===== src/core/dac_link_pkg.sv =====
// Shared constants for the serial DAC load link: word sizes, bit positions and timing.
// Assumes both ends run on one 200 MHz system clock and share this package.
package dac_link_pkg;
  // Bits carried by one frame.
  localparam int WORD_BITS = 16;
  // Resolution of the converter register.
  localparam int DAC_BITS = 14;
  // Width of the bit counter in one frame.
  localparam int CNT_W = 5;
  // Bits in one complete frame, as the bit counters count them.
  localparam logic [4:0] FRAME_BITS = 5'h10;
  // System clock period in picoseconds.
  localparam int CLK_PERIOD_PS = 5000;
  // Half period of the serial clock that the host makes, in nanoseconds.
  localparam int SCLK_HALF_NS = 40;
  // Half period in system cycles; a least time, so it rounds up.
  localparam int SCLK_HALF_CYC = (SCLK_HALF_NS * 1000 + CLK_PERIOD_PS - 1) / CLK_PERIOD_PS;
  // Width of the host divider counter.
  localparam int DIV_W = 8;
  // Reset value of the converter register.
  localparam logic [DAC_BITS-1:0] DAC_RESET = 14'h0000;
  // Idle levels of the synchronised link lines {sclk, data, frame, strobe, readback}.
  localparam logic [4:0] LINK_IDLE = 5'h07;
endpackage


===== src/core/dac_link_if.sv =====
// Interface holding the serial wires between host and converter.
// Assumes both ends sit on the same bench; all wires are plain one-way signals.
interface dac_link_if;
  // Serial clock, driven by the host; idles low.
  logic sclk;
  // Serial data toward the converter.
  logic serial_data_in;
  // Serial data out of the converter, for readback or chaining.
  logic serial_data_out;
  // Active-low frame select.
  logic frame_n;
  // Active-low update strobe.
  logic update_strobe_n;
  // Active-low readback frame.
  logic readback_frame_n;
  // The host drives the clock, data and frame lines.
  modport host (output sclk, output serial_data_in, output frame_n,
    output update_strobe_n, output readback_frame_n, input serial_data_out);
  // The converter listens and answers on its serial output.
  modport dev (input sclk, input serial_data_in, input frame_n,
    input update_strobe_n, input readback_frame_n, output serial_data_out);
endinterface


===== src/core/dac_link_dev.sv =====
// Converter end of the serial load link: shift register, update logic, readback.
// Assumes the link lines come from another domain and are sampled by clk_i.
module dac_link_dev
  import dac_link_pkg::*;
(
  input wire logic clk_i,
  input wire logic sys_rst_i,
  dac_link_if.dev link,
  output logic [dac_link_pkg::DAC_BITS-1:0] dac_value_o,
  output logic update_pulse_o
);
  import dac_link_pkg::*;

  // Two-stage synchronisers for the five link inputs, one per bit.
  logic [4:0] raw;
  logic [4:0] sync1_r;
  logic [4:0] sync2_r;
  // Previous synchronised value for edge finding.
  logic [4:0] prev_r;
  assign raw = {link.sclk, link.serial_data_in, link.frame_n,
    link.update_strobe_n, link.readback_frame_n};

  genvar g;
  generate
    for (g = 0; g < 5; g++) begin : g_sync
      // Each bit passes two flops before any logic looks at it.
      always_ff @(posedge clk_i or posedge sys_rst_i) begin
        // Reset to the idle level of each pin, so no false edge follows reset.
        if (sys_rst_i) begin
          sync1_r[g] <= LINK_IDLE[g];
          sync2_r[g] <= LINK_IDLE[g];
          prev_r[g] <= LINK_IDLE[g];
        end else begin
          sync1_r[g] <= raw[g];
          sync2_r[g] <= sync1_r[g];
          prev_r[g] <= sync2_r[g];
        end
      end
    end
  endgenerate

  // Named views of the synchronised lines.
  logic sclk_s, sdi_s, frame_s, strobe_s, rb_s;
  assign {sclk_s, sdi_s, frame_s, strobe_s, rb_s} = sync2_r;
  // The serial clock falls: the moment data is sampled.
  logic sclk_fall;
  assign sclk_fall = prev_r[4] & ~sclk_s;
  // Frame begins and ends.
  logic frame_fall, frame_rise;
  assign frame_fall = prev_r[2] & ~frame_s;
  assign frame_rise = ~prev_r[2] & frame_s;

  // Input shift register, also the chain and readback path.
  logic [WORD_BITS-1:0] shift_r;
  // Word waiting for the update strobe.
  logic [WORD_BITS-1:0] hold_r;
  // Count of bits in the current frame.
  logic [CNT_W-1:0] cnt_r;
  // Mode chosen at frame start: high means wait for the strobe.
  logic defer_r;
  // A complete word waits for the strobe.
  logic pend_r;
  // Readback load happens once per readback frame.
  logic rb_loaded_r;
  // Serial output register.
  logic sdo_r;

  // Two-entry buffer between the word capture and the converter register.
  logic [WORD_BITS-1:0] buf_q [2];
  logic [1:0] buf_cnt_r;
  logic buf_wr_ptr_r, buf_rd_ptr_r;
  logic in_valid, in_ready, out_valid, out_ready;
  logic [WORD_BITS-1:0] in_word;
  assign in_ready = (buf_cnt_r != 2'h2);
  assign out_valid = (buf_cnt_r != 2'h0);
  // The converter register never stalls, so the buffer drains every cycle.
  assign out_ready = 1'b1;

  // Shifting and readback load; the readback copy wins over shifting in that edge.
  always_ff @(posedge clk_i or posedge sys_rst_i) begin
    if (sys_rst_i) begin
      shift_r <= '0;
      rb_loaded_r <= 1'b0;
    end else if (rb_s) begin
      rb_loaded_r <= 1'b0;
      if (sclk_fall) begin
        shift_r <= {shift_r[WORD_BITS-2:0], sdi_s};
      end
    end else if (sclk_fall) begin
      if (!rb_loaded_r) begin
        // The zero top bit leaves at once on the output, so the rest sits one place up.
        shift_r <= {1'b0, dac_value_o, 1'b0};
        rb_loaded_r <= 1'b1;
      end else begin
        shift_r <= {shift_r[WORD_BITS-2:0], 1'b0};
      end
    end
  end

  // Serial output takes the top bit on each falling clock, feeding a chained device.
  always_ff @(posedge clk_i or posedge sys_rst_i) begin
    if (sys_rst_i) begin
      sdo_r <= 1'b0;
    end else if (sclk_fall) begin
      if (!rb_s && !rb_loaded_r) begin
        // First readback edge: the top bit of the copied word is always zero.
        sdo_r <= 1'b0;
      end else begin
        // Chain or readback: the oldest bit of the shift register leaves.
        sdo_r <= shift_r[WORD_BITS-1];
      end
    end
  end
  assign link.serial_data_out = sdo_r;

  // Bit count within the frame and update mode sampled at the frame start.
  always_ff @(posedge clk_i or posedge sys_rst_i) begin
    if (sys_rst_i) begin
      cnt_r <= '0;
      defer_r <= 1'b0;
    end else if (frame_fall) begin
      cnt_r <= '0;
      defer_r <= strobe_s;
    end else if (!frame_s && sclk_fall && cnt_r != FRAME_BITS) begin
      cnt_r <= cnt_r + 5'h01;
    end
  end

  // Decide what to load: at frame end in automatic mode, or later on the strobe.
  // A short frame is dropped, since a partial word is not a valid code.
  always_comb begin
    in_valid = 1'b0;
    in_word = shift_r;
    if (frame_rise && cnt_r == FRAME_BITS && !defer_r) begin
      in_valid = 1'b1;
    end else if (pend_r && !strobe_s && frame_s) begin
      in_valid = 1'b1;
      in_word = hold_r;
    end
  end

  // Hold a deferred word until the strobe goes low.
  always_ff @(posedge clk_i or posedge sys_rst_i) begin
    if (sys_rst_i) begin
      pend_r <= 1'b0;
      hold_r <= '0;
    end else if (frame_rise && cnt_r == FRAME_BITS && defer_r) begin
      pend_r <= 1'b1;
      hold_r <= shift_r;
    end else if (in_valid && in_ready && pend_r && !frame_rise) begin
      pend_r <= 1'b0;
    end
  end

  // Buffer storage, written by index.
  always_ff @(posedge clk_i or posedge sys_rst_i) begin
    if (sys_rst_i) begin
      buf_q[0] <= '0;
      buf_q[1] <= '0;
    end else if (in_valid && in_ready) begin
      buf_q[buf_wr_ptr_r] <= in_word;
    end
  end

  // Buffer pointers and fill count.
  always_ff @(posedge clk_i or posedge sys_rst_i) begin
    if (sys_rst_i) begin
      buf_cnt_r <= 2'h0;
      buf_wr_ptr_r <= 1'b0;
      buf_rd_ptr_r <= 1'b0;
    end else begin
      if (in_valid && in_ready) begin
        buf_wr_ptr_r <= ~buf_wr_ptr_r;
      end
      if (out_valid && out_ready) begin
        buf_rd_ptr_r <= ~buf_rd_ptr_r;
      end
      buf_cnt_r <= buf_cnt_r + {1'b0, in_valid && in_ready} - {1'b0, out_valid && out_ready};
    end
  end

  // Converter register takes only the low data bits of the word.
  always_ff @(posedge clk_i or posedge sys_rst_i) begin
    if (sys_rst_i) begin
      dac_value_o <= DAC_RESET;
      update_pulse_o <= 1'b0;
    end else begin
      update_pulse_o <= out_valid && out_ready;
      if (out_valid && out_ready) begin
        dac_value_o <= buf_q[buf_rd_ptr_r][DAC_BITS-1:0];
      end
    end
  end
endmodule


===== src/flat_wrapper.sv =====
// flat-port wrapper written by rule: the top's interface ports become plain ports
module dac_link_dev_flat import dac_link_pkg::*;
  (clk_i, sys_rst_i, dac_value_o, update_pulse_o, link_sclk, link_serial_data_in, link_frame_n, link_update_strobe_n, link_readback_frame_n, link_serial_data_out);
  dac_link_if link_i ();
  input wire logic clk_i;
  input wire logic sys_rst_i;
  output logic [dac_link_pkg::DAC_BITS-1:0] dac_value_o;
  output logic update_pulse_o;
  input wire logic [$bits(link_i.sclk)-1:0] link_sclk;
  input wire logic [$bits(link_i.serial_data_in)-1:0] link_serial_data_in;
  input wire logic [$bits(link_i.frame_n)-1:0] link_frame_n;
  input wire logic [$bits(link_i.update_strobe_n)-1:0] link_update_strobe_n;
  input wire logic [$bits(link_i.readback_frame_n)-1:0] link_readback_frame_n;
  output wire logic [$bits(link_i.serial_data_out)-1:0] link_serial_data_out;
  assign link_i.sclk = link_sclk;
  assign link_i.serial_data_in = link_serial_data_in;
  assign link_i.frame_n = link_frame_n;
  assign link_i.update_strobe_n = link_update_strobe_n;
  assign link_i.readback_frame_n = link_readback_frame_n;
  assign link_serial_data_out = link_i.serial_data_out;
  dac_link_dev u_core (.clk_i(clk_i), .sys_rst_i(sys_rst_i), .link(link_i), .dac_value_o(dac_value_o), .update_pulse_o(update_pulse_o));
endmodule

===== config.mk =====
export PLATFORM = sky130hd
export DESIGN_NAME = dac_link_dev_flat
export DESIGN_NICKNAME = d
export VERILOG_FILES = /design/src/core/dac_link_pkg.sv /design/src/core/dac_link_if.sv /design/src/core/dac_link_dev.sv /design/src/flat_wrapper.sv
export SDC_FILE = /design/constraint.sdc
export NUM_CORES = 1
export LEC_CHECK = 0
export BUFFER_PORTS_ARGS = -buffer_cell sky130_fd_sc_hd__buf_4
export CAP_MARGIN = 20
export CORE_MARGIN = 5
export CORE_UTILIZATION = 55
export DETAILED_ROUTE_END_ITERATION = 8
export GPL_TIMING_DRIVEN = 0
export PLACE_DENSITY = 0.82
export REMOVE_ABC_BUFFERS = 1
export SYNTH_ARGS = -nofsm -noshare
export SYNTH_HDL_FRONTEND = slang
export SYNTH_SLANG_ARGS = --single-unit
export TNS_END_PERCENT = 20

===== constraint.sdc =====
create_clock -name clk_i -period 7.58 [get_ports clk_i]
set_clock_uncertainty 0.05 [all_clocks]
set_input_delay 0.758 -clock clk_i [delete_from_list [all_inputs] [get_ports clk_i]]
set_output_delay 0.758 -clock clk_i [all_outputs]
set_load 0.01 [all_outputs]

* After elaboration in Yosys (flattened, before gate mapping) *
Cells that the tools add are included.

storage, ports and cells
  output and inout bits = 16
  flip-flop bits (word level) = 104

cells by class
  multiplexer cells = 21
  bitwise operators = 10
  eq/ne operators = 3
  magnitude comparators = 3
  reduce and logical (&&, ||, !) cells = 22
  $add $sub $neg = 3

operators by type and width
  operator             number
  $mux 16              7
  $mux 14              3
  $bwmux 32            1
  $demux 16 s1         1
  $logic_and 1x1->1    12
  $mux 5               2
  $reduce_bool 2->1    4
  $mux 1               7
  $logic_not 1->1      6
  $add 5x1->5 const B  1
  $eq 5x5->1 const B   1
  $ne 5x5->1 const B   1
  $not 1->1            5
  $ge 2x2->1 const B   2
  $not 1->2            2
  $and 1x1->1          3
  $add 2x1->2          1
  $lt 2x1->1 const B   1
  $ne 2x2->1 const B   1
  $sub 2x1->2          1

* Logic depth before layout (Yosys ltp) *
  depth in word-level cells = 10
  depth in mapped cells = 8

* Worst setup path before layout *
No wires, ideal clock.

  kind = reg2reg
  from = register u_core.cnt_r[0]
  to = register u_core.buf_q[16] (netlist name)
  data required time = 7407 ps
  clock period less this slack = 1801 ps
  path slack = 5779 ps
  arrival = 1628 ps
  stages on the path, launching flop included = 8
  cell sequence = dfrtp_1 inv_1 ha_1 nand4bb_4 nor4_4 nand2_2 buf_6 o221a_1

between the ends
  longest elaborated chain between the ends = 5
  elaborated cells between the ends (all ways) = 7
  those cells by class = eq/ne (1); mux (3); reduce/logical (3)

RTL lines
  what                                                   RTL line                                  RTL
  start: declaration                                     dac_link_dev.sv:58                        logic [CNT_W-1:0] cnt_r;
  start signal: assignment                               dac_link_dev.sv:125                       cnt_r <= cnt_r + 5'h01;
  $eq 5x5->1 *                                           dac_link_dev.sv:134                       if (frame_rise && cnt_r == FRAME_BITS && !defer_r) begin
  $logic_and 1x1->1 * (2 in a row)                       dac_link_dev.sv:134
  $mux 16 / $mux 1 (equally long branches)               dac_link_dev.sv:134
  $bwmux 32 / $logic_and 1x1->1 (equally long branches)  dac_link_dev.sv:161, dac_link_dev.sv:160
  end signal: indexed assignment                         dac_link_dev.sv:161                       buf_q[buf_wr_ptr_r] <= in_word;
  end: declaration                                       dac_link_dev.sv:69                        logic [WORD_BITS-1:0] buf_q [2];

Every way passes the cells marked *; elsewhere a longest branch is shown, timed or not.
A chain may end at the register's enable or synchronous reset.

* Final worst setup path *
  from = register u_core.buf_wr_ptr_r
  to = register u_core.buf_q[21] (netlist name)

between the ends
  longest elaborated chain between the ends = 6
  elaborated cells between the ends (all ways) = 7
  those cells by class = order compare (2); mux (3); bitwise (1); reduce/logical (1)

RTL lines
  what                                                                   RTL line             RTL
  start: declaration                                                     dac_link_dev.sv:71   logic buf_wr_ptr_r, buf_rd_ptr_r;
  start signal: assignment                                               dac_link_dev.sv:173  buf_wr_ptr_r <= ~buf_wr_ptr_r;
  $not 1->2 (not written as such) *                                      dac_link_dev.sv:161
  $ge 2x2->1 (not written as such) / $lt 2x1->1 (equally long branches)  dac_link_dev.sv:161
  $logic_and 1x1->1 (not written as such)                                dac_link_dev.sv:161
  $mux 16 (not written as such)                                          dac_link_dev.sv:161
  $demux 16 s1 *                                                         dac_link_dev.sv:161
  $bwmux 32 *                                                            dac_link_dev.sv:161

Marks and branches as above.

==> impl_metrics.yaml <==
placement:
  placed_area_sq_mm: 0.00448
  place_congestion: 0.753
  dp_slack_ns: 5.06
  dpl.hpwl_um: 5290
  port_buffers: 22
clock_tree:
  cts_root_buf: "clkbuf_8"
  post_cts_buffers: 0
  clkTransAtPathRegs_ns: 0.10
  cts_htree_levels: 3
  ctsHoldBuffers: 0
  clock-sinks: 98
  cts_buffers: 9
  cts_resized: 0
  cts_tree: "built"
  clockBufferDepth: 2
  worstSkewPairLatency_ns: 0.36
timing:
  worst_slack_ns: 4.97
  finalSetupViolCount: 0
  tns_ns: 0
  slew_headroom: 0.412
  fin_crit_sh: 0.344
  hold_viol_final: 0
  rsz0062_at_grt: "false"
  tightest_slew_ns: 0.882
  min_period_ns: 2.61
  finalMaxSlewViolations: 0
  fmax_ghz: 0.383
cells_and_area:
  syn2layout_area_growth_pct: 10.3
  fillers: 588
  antenna-diode-count: 0
  multi_input_area_sq_mm: 0.00159
  drive_above_1_share: 0.243
  post-route-cell-area_sq_mm: 0.00469
  final-seq-area_sq_mm: 0.00246
  num-nets-final: 374
logic_synthesis:
  yosysSeqAreaShare: 0.578
  synthCells: 349
  synth_area_sq_mm: 0.00426
  ys_ff_latch: 98
  synth_cell_types: 40
  yosysWarningCount: 0
  synth-edff-count: 0
  async_flop_share: 1.00
  ys.flop_type: "dfrtp_1"
  postSynthAreaPerCell_sq_um: 12.2
detailed_routing:
  detailedRoute.firstIterationViolations: 173
  drtAntennaViolNets: 0
  via_count: 2750
  top_layer: "met4"
  drc_errors: 0
  wirelength_um: 8480
  wl_met3_um: 312
  met1_length_um: 3790
  wl_met2_um: 4350
  wire_per_inst_um: 18.0
  vias_per_cell: 5.83
  dr.pass1.iters: 5
floorplan:
  initial_core_util: 0.557
  die-height_um: 98.0
  num_io_pins: 23
  num_rows: 32
  core_sq_mm: 0.00765
  dieArea_sq_mm: 0.00960
  die_w_um: 98.0
hold_path:
  hold_class: "reg2reg"
worst_setup_path:
  path_max_fanout: 18
  cp_slowest_cell: "dfrtp_1"
  critPathArrivalTime_ns: 2.85
  end_kind: "flip-flop"
  criticalPathCategory: "reg2reg"
  critical_path.startpoint_type: "flip-flop"
  max_stage_delay_ns: 0.82
  cp.required_ns: 7.82
  crit_chain: "clkinv_1 -> nand2_2 -> o221a_1"
power:
  irDropWorstVdd_v: 0.000117
  p_comb_frac: 0.038
  p_seq_frac: 0.605
  powerDensity_mw_per_mm2: 190
  power_frac_clock: 0.357
  power_switching_uw: 218
  swShare: 0.244
  internal_power_uw: 674
  leakagePower_nw: 2.06
global_routing:
  grt_pass1_vias: 2927
  grtUsageTotal: 0.184
  grt_first_pass_wirelength_um: 14300
  grt_start_max_net_pins: 67
  grt_overflow: 0
  antenna_found_initial: 0
job:
  drv_cap: 0
run_status:
  outcome: "complete, no violations"
-- final cells by class --
type                       count  area share
sequential                    98       0.524
clock buffer                  10      0.0293
inverter                      20      0.0165
multi-input combinational    210       0.339
tap                          102      0.0272
timing repair buffer          26      0.0533
clock inverter                 6      0.0107
-- flip-flops by register name (all words and copies together) (netlist names) --
name	flops
u_core.buf_q	28
u_core.shift_r	16
u_core.dac_value_o	14
u_core.hold_r	14
u_core.cnt_r	5
u_core.sync1_r	5
u_core.buf_cnt_r	2
u_core.prev_r	2
u_core.buf_rd_ptr_r	1
u_core.buf_wr_ptr_r	1
u_core.defer_r	1
u_core.frame_s	1
u_core.link.serial_data_out	1
u_core.pend_r	1
u_core.rb_loaded_r	1
u_core.rb_s	1
u_core.sclk_s	1
u_core.sdi_s	1
u_core.strobe_s	1
u_core.update_pulse_o	1
-- cells by family after synthesis --
group	synth area share
simple gates	0.125
fa+ha+maj	0.00588
mux	0.103
xor+xnor	0.00823
flops	0.578
compound gates	0.131
buf+inv	0.0491
-- power groups by stage --
stage | clock network, mW | registers (mW) | logic [mW]
2_1_floorplan | 0 | 0.547 | 0.0215
3_3_place_gp | 0 | 0.549 | 0.0298
3_5_place_dp | 0 | 0.550 | 0.0348
4_1_cts | 0.324 | 0.539 | 0.0349
5_1_grt | 0.346 | 0.541 | 0.0387
6_report | 0.318 | 0.540 | 0.0339
-- per-stage QoR --
stage          utilization  instances  hold WS (ns)  power (mW)
5_1_grt              0.614        472         0.312       0.925
6_report             0.614        472         0.309       0.892
2_1_floorplan            -        328         0.281       0.569
4_1_cts              0.610        471         0.310       0.898
3_3_place_gp         0.577        452         0.287       0.579
3_5_place_dp         0.586        455         0.290       0.584
-- critical path: cells and delay by family (launching register included) --
kind	cells	cell delay (ns)
compound gates	1	0.27
flops	1	0.82
simple gates	1	0.57
buf+inv	1	0.81
-- synthesized netlist by cell type, types with 2 or more instances --
master    count  share of area
a21oi_1      15          0.018
nand2_2       2         0.0029
nand3_1      25          0.029
o21ai_0      18          0.021
nor2b_1       3         0.0044
xor2_1        3         0.0062
ha_1          2         0.0059
dfrtp_1      91           0.53
dfstp_2       7          0.043
o221a_2       8          0.021
clkbuf_1      9         0.0079
mux2i_1      28          0.066
mux2_2       14          0.037
inv_1        19          0.017
nand2_1      21          0.019
buf_6         6          0.016
nor2_1       21          0.019
nand2b_1      4         0.0059
o221a_1      20          0.053
nand3_2       8          0.019
buf_2         5         0.0059
a22o_1        2         0.0041
-- worst paths after layout --
kind,slack [ns],end,cells past startpoint,from
worst max-delay path,4.97,u_core.buf_q[21]$_DFFE_PP0P_,3,u_core.buf_wr_ptr_r$_DFFE_PP0P_
min in group asynchronous,0.36,u_core.dac_value_o[10]$_DFFE_PP0P_,2,sys_rst_i
worst min register to register,0.31,u_core.strobe_s$_DFF_PP1_,0,u_core.sync1_r[1]$_DFF_PP1_
worst max register to register,4.97,u_core.buf_q[21]$_DFFE_PP0P_,3,u_core.buf_wr_ptr_r$_DFFE_PP0P_
worst min-delay path,0.31,u_core.strobe_s$_DFF_PP1_,0,u_core.sync1_r[1]$_DFF_PP1_
max in group asynchronous,6.44,u_core.rb_s$_DFF_PP1_,3,sys_rst_i
-- cell usage in the layout (no fill, tap or decap), types with 2 or more instances in the layout --
cell type	n
nand2b_1	4
buf_16	2
a21oi_1	15
nor2_2	2
nor2b_1	3
clkinv_4	3
xor2_1	3
ha_1	2
nand3_1	25
nand3_2	8
inv_1	18
o221a_1	20
nand2_2	2
o221a_2	8
a22o_1	2
nand2_1	21
clkbuf_8	10
mux2_2	14
mux2i_1	28
dfstp_2	7
clkinvlp_4	2
dfrtp_1	91
buf_8	2
buf_4	22
nor2_1	20
o21ai_0	18
-- metal layers --
layer	track usage	up-vias
li1	-	1278
met4	0.0628	0
met3	0.0343	2
met2	0.297	64
met5	0	-
met1	0.253	1406
(Power assumes the default switching activity.)
